==> src/pei_pkg.sv <==
// Constants shared by the PHY event interrupt control block.
// Assumes a single PHY clock domain and a management register port.
`default_nettype none

package pei_pkg;

    // ------------------------------------------------------------------
    // Widths
    // ------------------------------------------------------------------
    localparam int unsigned ADDR_W = 5;                 // Management register address width.
    localparam int unsigned DATA_W = 16;                // Management register data width.
    localparam int unsigned FLAG_W = 8;                 // Number of event flags and enables.

    // ------------------------------------------------------------------
    // Register map and field layout
    // ------------------------------------------------------------------
    localparam logic [ADDR_W-1:0] EVT_REG_ADDR  = 5'h11;   // Event control/status register.
    localparam logic [DATA_W-1:0] EVT_REG_RESET = 16'h0000; // Reset value of the register.
    localparam logic [FLAG_W-1:0] FLAG_RESET    = 8'h00;   // Reset value of the flags.
    localparam logic [FLAG_W-1:0] ENABLE_RESET  = 8'h00;   // Reset value of the enables.
    localparam logic [DATA_W-1:0] UNMAPPED_DATA = 16'h0000; // Read data of other addresses.
    localparam int unsigned FLAG_LSB   = 0;             // Low byte holds the flags.
    localparam int unsigned ENABLE_LSB = 8;             // High byte holds the enables.

    // ------------------------------------------------------------------
    // Flag bit positions
    // ------------------------------------------------------------------
    localparam int unsigned AUTONEG_DONE_BIT     = 0;   // Auto-negotiation complete.
    localparam int unsigned FAR_FAULT_BIT        = 1;   // Remote fault signalled.
    localparam int unsigned LINK_FAIL_BIT        = 2;   // Link went from good to failed.
    localparam int unsigned PARTNER_ACK_BIT      = 3;   // FLP burst with acknowledge.
    localparam int unsigned PAR_DETECT_FAULT_BIT = 4;   // Parallel detection fault.
    localparam int unsigned PAGE_RCVD_BIT        = 5;   // New page received.
    localparam int unsigned RX_ERROR_BIT         = 6;   // Receive error.
    localparam int unsigned BABBLE_BIT           = 7;   // Jabber on 10 Mb/s transmit.

endpackage : pei_pkg

`default_nettype wire

==> src/pei_flag_if.sv <==
// Interface carrying set, clear and state of the event flag bank.
// Assumes both ends run on the same PHY clock.
`timescale 1ns/1ps
`default_nettype none

interface pei_flag_if;
    logic [pei_pkg::FLAG_W-1:0] set_req;   // One bit per event, high in the event cycle.
    logic                       clr_all;   // Clears every flag, set requests still win.
    logic [pei_pkg::FLAG_W-1:0] flags;     // Current sticky flag state.

    // The bank owns the flags and takes the requests.
    modport bank (input set_req, input clr_all, output flags);
    // The controller drives the requests and watches the flags.
    modport ctrl (output set_req, output clr_all, input flags);
endinterface : pei_flag_if

`default_nettype wire

==> src/pei_irq_ctrl.sv <==
// Top of the PHY event interrupt control and status register.
// Assumes event detectors and the management port are synchronous to clk.
`timescale 1ns/1ps
`default_nettype none

module pei_irq_ctrl (
    input  wire logic                          clk,                  // PHY clock, 25 MHz.
    input  wire logic                          rstn,                 // Async reset, active low.
    input  wire logic                          clk_en,               // Freezes state when low.
    input  wire logic [pei_pkg::ADDR_W-1:0]    mgmt_addr,            // Register address.
    input  wire logic                          mgmt_wr,              // Write strobe.
    input  wire logic [pei_pkg::DATA_W-1:0]    mgmt_wdata,           // Write data.
    input  wire logic                          mgmt_rd,              // Read strobe.
    output logic      [pei_pkg::DATA_W-1:0]    mgmt_rdata,           // Read data, registered.
    output logic                               mgmt_rvalid,          // Read data valid pulse.
    input  wire logic                          babble_det,           // Jabber pulse.
    input  wire logic                          rx_error_det,         // Receive error pulse.
    input  wire logic                          page_rcvd_det,        // New page pulse.
    input  wire logic                          par_detect_fault_det, // Parallel fault pulse.
    input  wire logic                          partner_ack_det,      // Acked FLP burst pulse.
    input  wire logic                          link_ok,              // Link status level.
    input  wire logic                          far_fault_det,        // Remote fault pulse.
    input  wire logic                          autoneg_done_det,     // Negotiation done pulse.
    output logic                               mac_raw_irq_status    // PHY interrupt request.
);
    import pei_pkg::*;

    // ------------------------------------------------------------------
    // Declarations
    // ------------------------------------------------------------------
    pei_flag_if        fif ();        // Link to the flag bank.
    logic [FLAG_W-1:0] enable_r;      // Interrupt enables, high byte.
    logic [FLAG_W-1:0] enable_nxt;    // Next enable value.
    logic              link_prev_r;   // Link status of the previous cycle.
    logic              link_fail_evt; // Link dropped this cycle.
    logic              rd_hit;        // Read of the event register.
    logic              wr_hit;        // Write of the event register.
    logic [DATA_W-1:0] reg_view;      // Register as it reads now.
    logic [DATA_W-1:0] rdata_nxt;     // Next read data.
    logic              irq_nxt;       // Next interrupt level.
    logic [FLAG_W-1:0] evt_vec;       // All events by flag position.

    // Address decode shared by read and write paths.
    function automatic logic addr_hit(input logic [ADDR_W-1:0] a);
        addr_hit = (a == EVT_REG_ADDR);
    endfunction : addr_hit

    // ------------------------------------------------------------------
    // Event collection
    // ------------------------------------------------------------------
    // falling link only.
    assign link_fail_evt = link_prev_r & ~link_ok;

    assign evt_vec[BABBLE_BIT]           = babble_det;
    assign evt_vec[RX_ERROR_BIT]         = rx_error_det;
    assign evt_vec[PAGE_RCVD_BIT]        = page_rcvd_det;
    assign evt_vec[PAR_DETECT_FAULT_BIT] = par_detect_fault_det;
    assign evt_vec[PARTNER_ACK_BIT]      = partner_ack_det;
    assign evt_vec[LINK_FAIL_BIT]        = link_fail_evt;
    assign evt_vec[FAR_FAULT_BIT]        = far_fault_det;
    assign evt_vec[AUTONEG_DONE_BIT]     = autoneg_done_det;

    // ------------------------------------------------------------------
    // Register access decode
    // ------------------------------------------------------------------
    // decode at 0x11.
    assign rd_hit = mgmt_rd & addr_hit(mgmt_addr);
    assign wr_hit = mgmt_wr & addr_hit(mgmt_addr);

    // The events drive the flag bank's set lines and a host read of the event register drives its clear line through here.
    assign fif.set_req = evt_vec;
    assign fif.clr_all = rd_hit;

    // Current contents: enables above, flags below.
    assign reg_view   = {enable_r, fif.flags};
    // Unmapped addresses read as zero; the flags are returned before clearing.
    assign rdata_nxt  = rd_hit ? reg_view : UNMAPPED_DATA;
    assign enable_nxt = wr_hit ? mgmt_wdata[ENABLE_LSB +: FLAG_W] : enable_r;
    assign irq_nxt    = |(fif.flags & enable_r);

    // ------------------------------------------------------------------
    // Flag bank
    // ------------------------------------------------------------------
    pei_flag_bank u_flags (
        .clk    (clk),
        .rstn   (rstn),
        .clk_en (clk_en),
        .fif    (fif.bank)
    );

    // ------------------------------------------------------------------
    // State registers
    // ------------------------------------------------------------------
    // Enables and link history; the write data low byte has no effect.
    always_ff @(posedge clk or negedge rstn) begin
        if (!rstn) begin
            enable_r    <= ENABLE_RESET;
            link_prev_r <= 1'b0;
        end else if (clk_en) begin
            enable_r    <= enable_nxt;
            link_prev_r <= link_ok;
        end
    end

    // Read answer: data and a one-cycle valid for any read strobe.
    always_ff @(posedge clk or negedge rstn) begin
        if (!rstn) begin
            mgmt_rdata  <= EVT_REG_RESET;
            mgmt_rvalid <= 1'b0;
        end else if (clk_en) begin
            mgmt_rdata  <= rdata_nxt;
            mgmt_rvalid <= mgmt_rd;
        end
    end

    // Interrupt request toward the MAC raw interrupt status.
    // registered interrupt.
    always_ff @(posedge clk or negedge rstn) begin
        if (!rstn) begin
            mac_raw_irq_status <= 1'b0;
        end else if (clk_en) begin
            mac_raw_irq_status <= irq_nxt;
        end
    end
endmodule : pei_irq_ctrl

`default_nettype wire

==> src/pei_flag_bank.sv <==
// Bank of eight sticky event flags with clear-on-read support.
// Assumes requests arrive as one-cycle pulses synchronous to clk.
`timescale 1ns/1ps
`default_nettype none

module pei_flag_bank (
    input  wire logic   clk,    // PHY clock.
    input  wire logic   rstn,   // Asynchronous reset, active low.
    input  wire logic   clk_en, // Freezes the flags while low.
    pei_flag_if.bank    fif     // Set, clear and state.
);
    import pei_pkg::*;

    // ------------------------------------------------------------------
    // Flag storage
    // ------------------------------------------------------------------
    logic [FLAG_W-1:0] flag_r;   // Sticky flags.
    logic [FLAG_W-1:0] flag_nxt; // Next flag value.

    // Each bit: a set in the clearing cycle keeps the flag alive.
    genvar i;
    generate
        for (i = 0; i < FLAG_W; i++) begin : g_flag
            assign flag_nxt[i] = fif.set_req[i] | (flag_r[i] & ~fif.clr_all);
        end
    endgenerate

    // Register the flags; hold everything while the clock enable is low.
    // sticky flag storage.
    always_ff @(posedge clk or negedge rstn) begin
        if (!rstn) begin
            flag_r <= FLAG_RESET;
        end else if (clk_en) begin
            flag_r <= flag_nxt;
        end
    end

    assign fif.flags = flag_r;

endmodule : pei_flag_bank

`default_nettype wire

==> config.mk <==
export PLATFORM = sky130hd
export DESIGN_NAME = pei_irq_ctrl
export DESIGN_NICKNAME = d
export VERILOG_FILES = /design/src/pei_pkg.sv /design/src/pei_flag_if.sv /design/src/pei_irq_ctrl.sv /design/src/pei_flag_bank.sv
export SDC_FILE = /design/constraint.sdc
export NUM_CORES = 1
export LEC_CHECK = 0
export ABC_AREA = 0
export BUFFER_PORTS_ARGS = -buffer_cell sky130_fd_sc_hd__buf_2
export CORE_ASPECT_RATIO = 0.9
export CORE_MARGIN = 5
export CORE_UTILIZATION = 51
export DETAILED_ROUTE_END_ITERATION = 6
export HOLD_SLACK_MARGIN = 0.03
export PLACE_DENSITY = 0.82
export SYNTH_ARGS = -nofsm -noshare
export SYNTH_HDL_FRONTEND = slang
export SYNTH_SLANG_ARGS = --single-unit
==> constraint.sdc <==
create_clock -name clk -period 3.05 [get_ports clk]
set_input_delay 0.1525 -clock clk [delete_from_list [all_inputs] [get_ports clk]]
set_output_delay 0.1525 -clock clk [all_outputs]
set_load 0.005 [all_outputs]
Word level (Yosys, flattened, before mapping)
Index checks and enable logic that the tools add are counted.

storage, ports and cells
  register bits = 35
  bits in latches = 0
  bits in writable memories = 0
  bits in read-only memories = 0
  input port bits = 34
  output and inout bits = 18
  logic and storage cells = 32
  memories kept = 0

operators by class
  add/sub/neg operators = 0
  multipliers = 0
  divide/modulo/power cells = 0
  $lt $le $gt $ge = 0
  equal/unequal tests = 1
  shift-type cells = 0
  multiplexer cells = 1
  bitwise gates (word level) = 22
  reduce and logical (&&, ||, !) cells = 2

operator list
  operator              count
  $mux W16              1
  $and A1 B1 Y1         11
  $and A8 B8 Y8         1
  $or A1 B1 Y1          8
  $reduce_or A8 Y1      1
  $eq A5 B5 Y1 const B  1
  $not A1 Y1            2
  $reduce_and A2 Y1     1

Logic depth before layout (Yosys ltp)
  depth in word-level cells = 5
  mapped depth = 4
  mapped depth without buffers = 3

Hierarchy
From an unflattened synthesis, not the netlist that was laid out.

second synthesis, totals
  cells, all modules = 121
  area, all modules = 1,427.6 µm²

by module, submodules not included
  module         times used  cells an instance  area an instance (µm²)
  pei_irq_ctrl   1           103                1,134.8
  pei_flag_bank  1           18                 292.8

Worst setup path after synthesis
No wires, ideal clock.

  path type = input to register
  start = input port mgmt_addr[3] in the netlist's numbering
  end = register enable_r[0]
  library setup time = 0.125 ns
  arrival = 1.017 ns
  path slack = 1.908 ns
  stages = 3
  path through = nor4b_4 -> nand4_2 -> mux2_2

on the way
  word-level cells in the longest chain between the ends = 3

RTL lines
  item                         RTL line             RTL
  start: declaration           pei_irq_ctrl.sv:10   input wire logic [pei_pkg::ADDR_W-1:0] mgmt_addr,
  $eq A5 B5 Y1                 pei_irq_ctrl.sv:45   addr_hit = (a == EVT_REG_ADDR);
  $and A1 B1 Y1                pei_irq_ctrl.sv:68   assign wr_hit = mgmt_wr & addr_hit(mgmt_addr);
  $reduce_and A2 Y1 (no line)  --
  end signal: assignment       pei_irq_ctrl.sv:100  enable_r <= enable_nxt;
  end: declaration             pei_irq_ctrl.sv:32   logic [FLAG_W-1:0] enable_r;

No other way between the ends.
A chain may end at the register's enable or synchronous reset.

Worst setup path in the final report
  start = input port clk_en
  end = register enable_r[6]

on the way
  word-level cells in the longest chain between the ends = 1

RTL lines
  item                         RTL line           RTL
  start: declaration           pei_irq_ctrl.sv:9  input wire logic clk_en,
  $reduce_and A2 Y1 (no line)  --

No other way between the ends.

==> out/qor.yml <==
cts_sinks: 35
final_cells: 195
grt_max_degree: 47
power_leakage_nw: 0.871
crit_type: "input pin to flip-flop"
area_growth_pct: 22.6
die_x_um: 65.2
endpoint_kind: "flip-flop"
clk_pin_slew_ns: 0.10
cts_tree: "done"
avgSynthCellArea_um2: 11.9
crit_arrival_ns: 1.55
io_pins: 52
max_slew_margin: 0.508
synthDistinctLibCells: 17
startpoint_type: "input pin"
fin_tns_setup_ns: 0
rsz0062_at_grt: "false"
hold_ws_ns: 0.0535
path_max_fanout: 46
cts-root-buf: "clkbuf_4"
grt_usage: 0.165
die_area_um2: 3890
drt_wl_total_um: 2740
final_common_cell: "buf_2"
layout.area.seq_um2: 876
vias: 1044
multiInputGateArea_um2: 439
drtAntennaViolNets: 0
switching_share: 0.231
finalPower_mw: 0.875
tightest_slew_ns: 0.738
diodes: 0
grt_overflow: 0
io_buffers: 43
grt_pass1_wl_um: 4720
vdd_ir_drop_max_mv: 0.280
pwr_density_cell_nw_per_um2: 510
cts_setup_buffers: 0
holdCritPathClass: "input pin to flip-flop"
ys_ff_latch: 35
cpPeakStageDelay_ns: 0.56
core_um2: 2680
nets: 198
setup_violations: 0
grt_pass1_vias: 1060
path_cells: "buf_2, nand4_2, mux2_2"
gp_congestion: 0.772
required_ns: 3.26
synth_fp_nets: 152
wire_per_inst_um: 14.1
start_util: 0.522
drv_slew: 0
dpl_cell_area_um2: 1630
intPower_mw: 0.673
combinationalPowerShare: 0.104
syn_inst: 118
antenna_found_initial: 0
hold_violations: 0
cts_resized: 0
seq_area_frac_synth: 0.626
yosys_warnings: 0
hpwl_um: 2020
clock_latency_ns: 0.32
dp_cells: 185
period_needed_ns: 1.35
period_share: 0.441
syn-cell-area_um2: 1400
drc: 0
clock_skew_ns: 0.00646
status: "complete, no violations"
drive_above_1_share: 0.376
final_cell_area_um2: 1720
clockBufferDepth: 2
die_height_um: 59.7
critPathSlowestCell: "buf_2"
numCtsBuffers: 5
h-tree-depth: 2
drt_first_pass_iters: 3
via_per_inst: 5.35
final_cell_mix: "buf_2, dfrtp_1, nand2_1"
p_clk_frac: 0.316
fmax_mhz: 743
drtIter0Drc: 60
fillers: 239
seq_power_share: 0.580
cap_violations: 0
p_sw_mw: 0.202
fp-row-count: 18
-- cell usage after synthesis --
cell | number | area share
a31oi_1 | 1 | 0.0045
buf_2 | 2 | 0.0071
nand3_1 | 1 | 0.0036
o2bb2ai_1 | 1 | 0.0063
inv_1 | 16 | 0.043
nand2_1 | 17 | 0.046
a22o_1 | 9 | 0.056
nand4_2 | 1 | 0.0089
a221oi_1 | 2 | 0.013
mux2_2 | 10 | 0.080
o22ai_1 | 16 | 0.071
buf_1 | 2 | 0.0054
nor4b_4 | 1 | 0.017
dfrtp_1 | 35 | 0.63
nor2_1 | 1 | 0.0027
nand4_1 | 1 | 0.0045
clkbuf_1 | 2 | 0.0054
-- final timing paths --
kind	from	endpoint	slack, ns	depth (start not counted)
max	clk_en	enable_r[6]	1.70	3
max in group asynchronous	rstn	enable_r[6]	2.14	2
min	mgmt_wdata[8]	enable_r[0]	0.05	2
max reg2reg	u_flags.fif.flags[3]	mac_raw_irq_status	1.88	3
min reg2reg	mgmt_rdata[4]	mgmt_rdata[4]	0.53	2
min in group asynchronous	rstn	mgmt_rdata[3]	0.43	2
-- routing by layer --
| layer | track usage | vias up | share of wire |
|---|---|---|---|
| li1 | - | 510 | - |
| met1 | 0.198 | 493 | 0.44 |
| met2 | 0.268 | 36 | 0.47 |
| met3 | 0.0564 | 5 | 0.083 |
| met4 | 0.0799 | 0 | 0.016 |
| met5 | 0 | - | 0 |
-- worst max-delay path: cells and delay by family --
kind                   cells  cell delay (ns)
buffers and inverters      1             0.56
multiplexers               1             0.39
AND/OR/NAND/NOR            1             0.44
-- area by class of cell --
cell class / count / share of cell area
sequential: 35 / 0.510
inverter: 16 / 0.0350
timing repair buffer: 45 / 0.137
tap: 30 / 0.0219
clock buffer: 8 / 0.0401
multi-input combinational: 61 / 0.256
-- cells by family (layout without fill, tap and decap cells) --
logic type,after synthesis,count (layout),synth area share
flip-flops,35,35,0.626
AO/OA/AOI/OAI,29,29,0.151
multiplexers,10,10,0.0804
AND/OR/NAND/NOR,22,22,0.0822
buffers and inverters,22,69,0.0608
-- registers in the layout, indices dropped and copies added, names as in the netlist --
| signal | cells |
|---|---|
| mgmt_rdata | 16 |
| mgmt_rvalid | 1 |
| mac_raw_irq_status | 1 |
| enable_r | 8 |
| u_flags.fif.flags | 8 |
| link_prev_r | 1 |
-- metrics by stage --
stage | utilization | worst slack [ns]
final | 0.641 | 1.70
after floorplan | - | 1.91
after detailed placement | 0.607 | 1.38
after global placement | 0.607 | 1.42
after global routing | 0.641 | 1.61
after CTS | 0.641 | 1.72
-- power groups by stage --
stage	combinational (mW)	clock [mW]	sequential [mW]
floorplan	0.0509	0	0.512
global placement	0.0878	0	0.515
detailed placement	0.0907	0	0.517
CTS	0.0931	0.287	0.508
global route	0.103	0.310	0.512
finish	0.0914	0.277	0.507
-- what timing repair did --
item / CTS / global route
endpoints found under the hold margin: 36 / 0
hold buffers: 2 / 0
setup endpoints to repair: 0 / 0
Note: power is estimated with default switching activity, not from simulation.
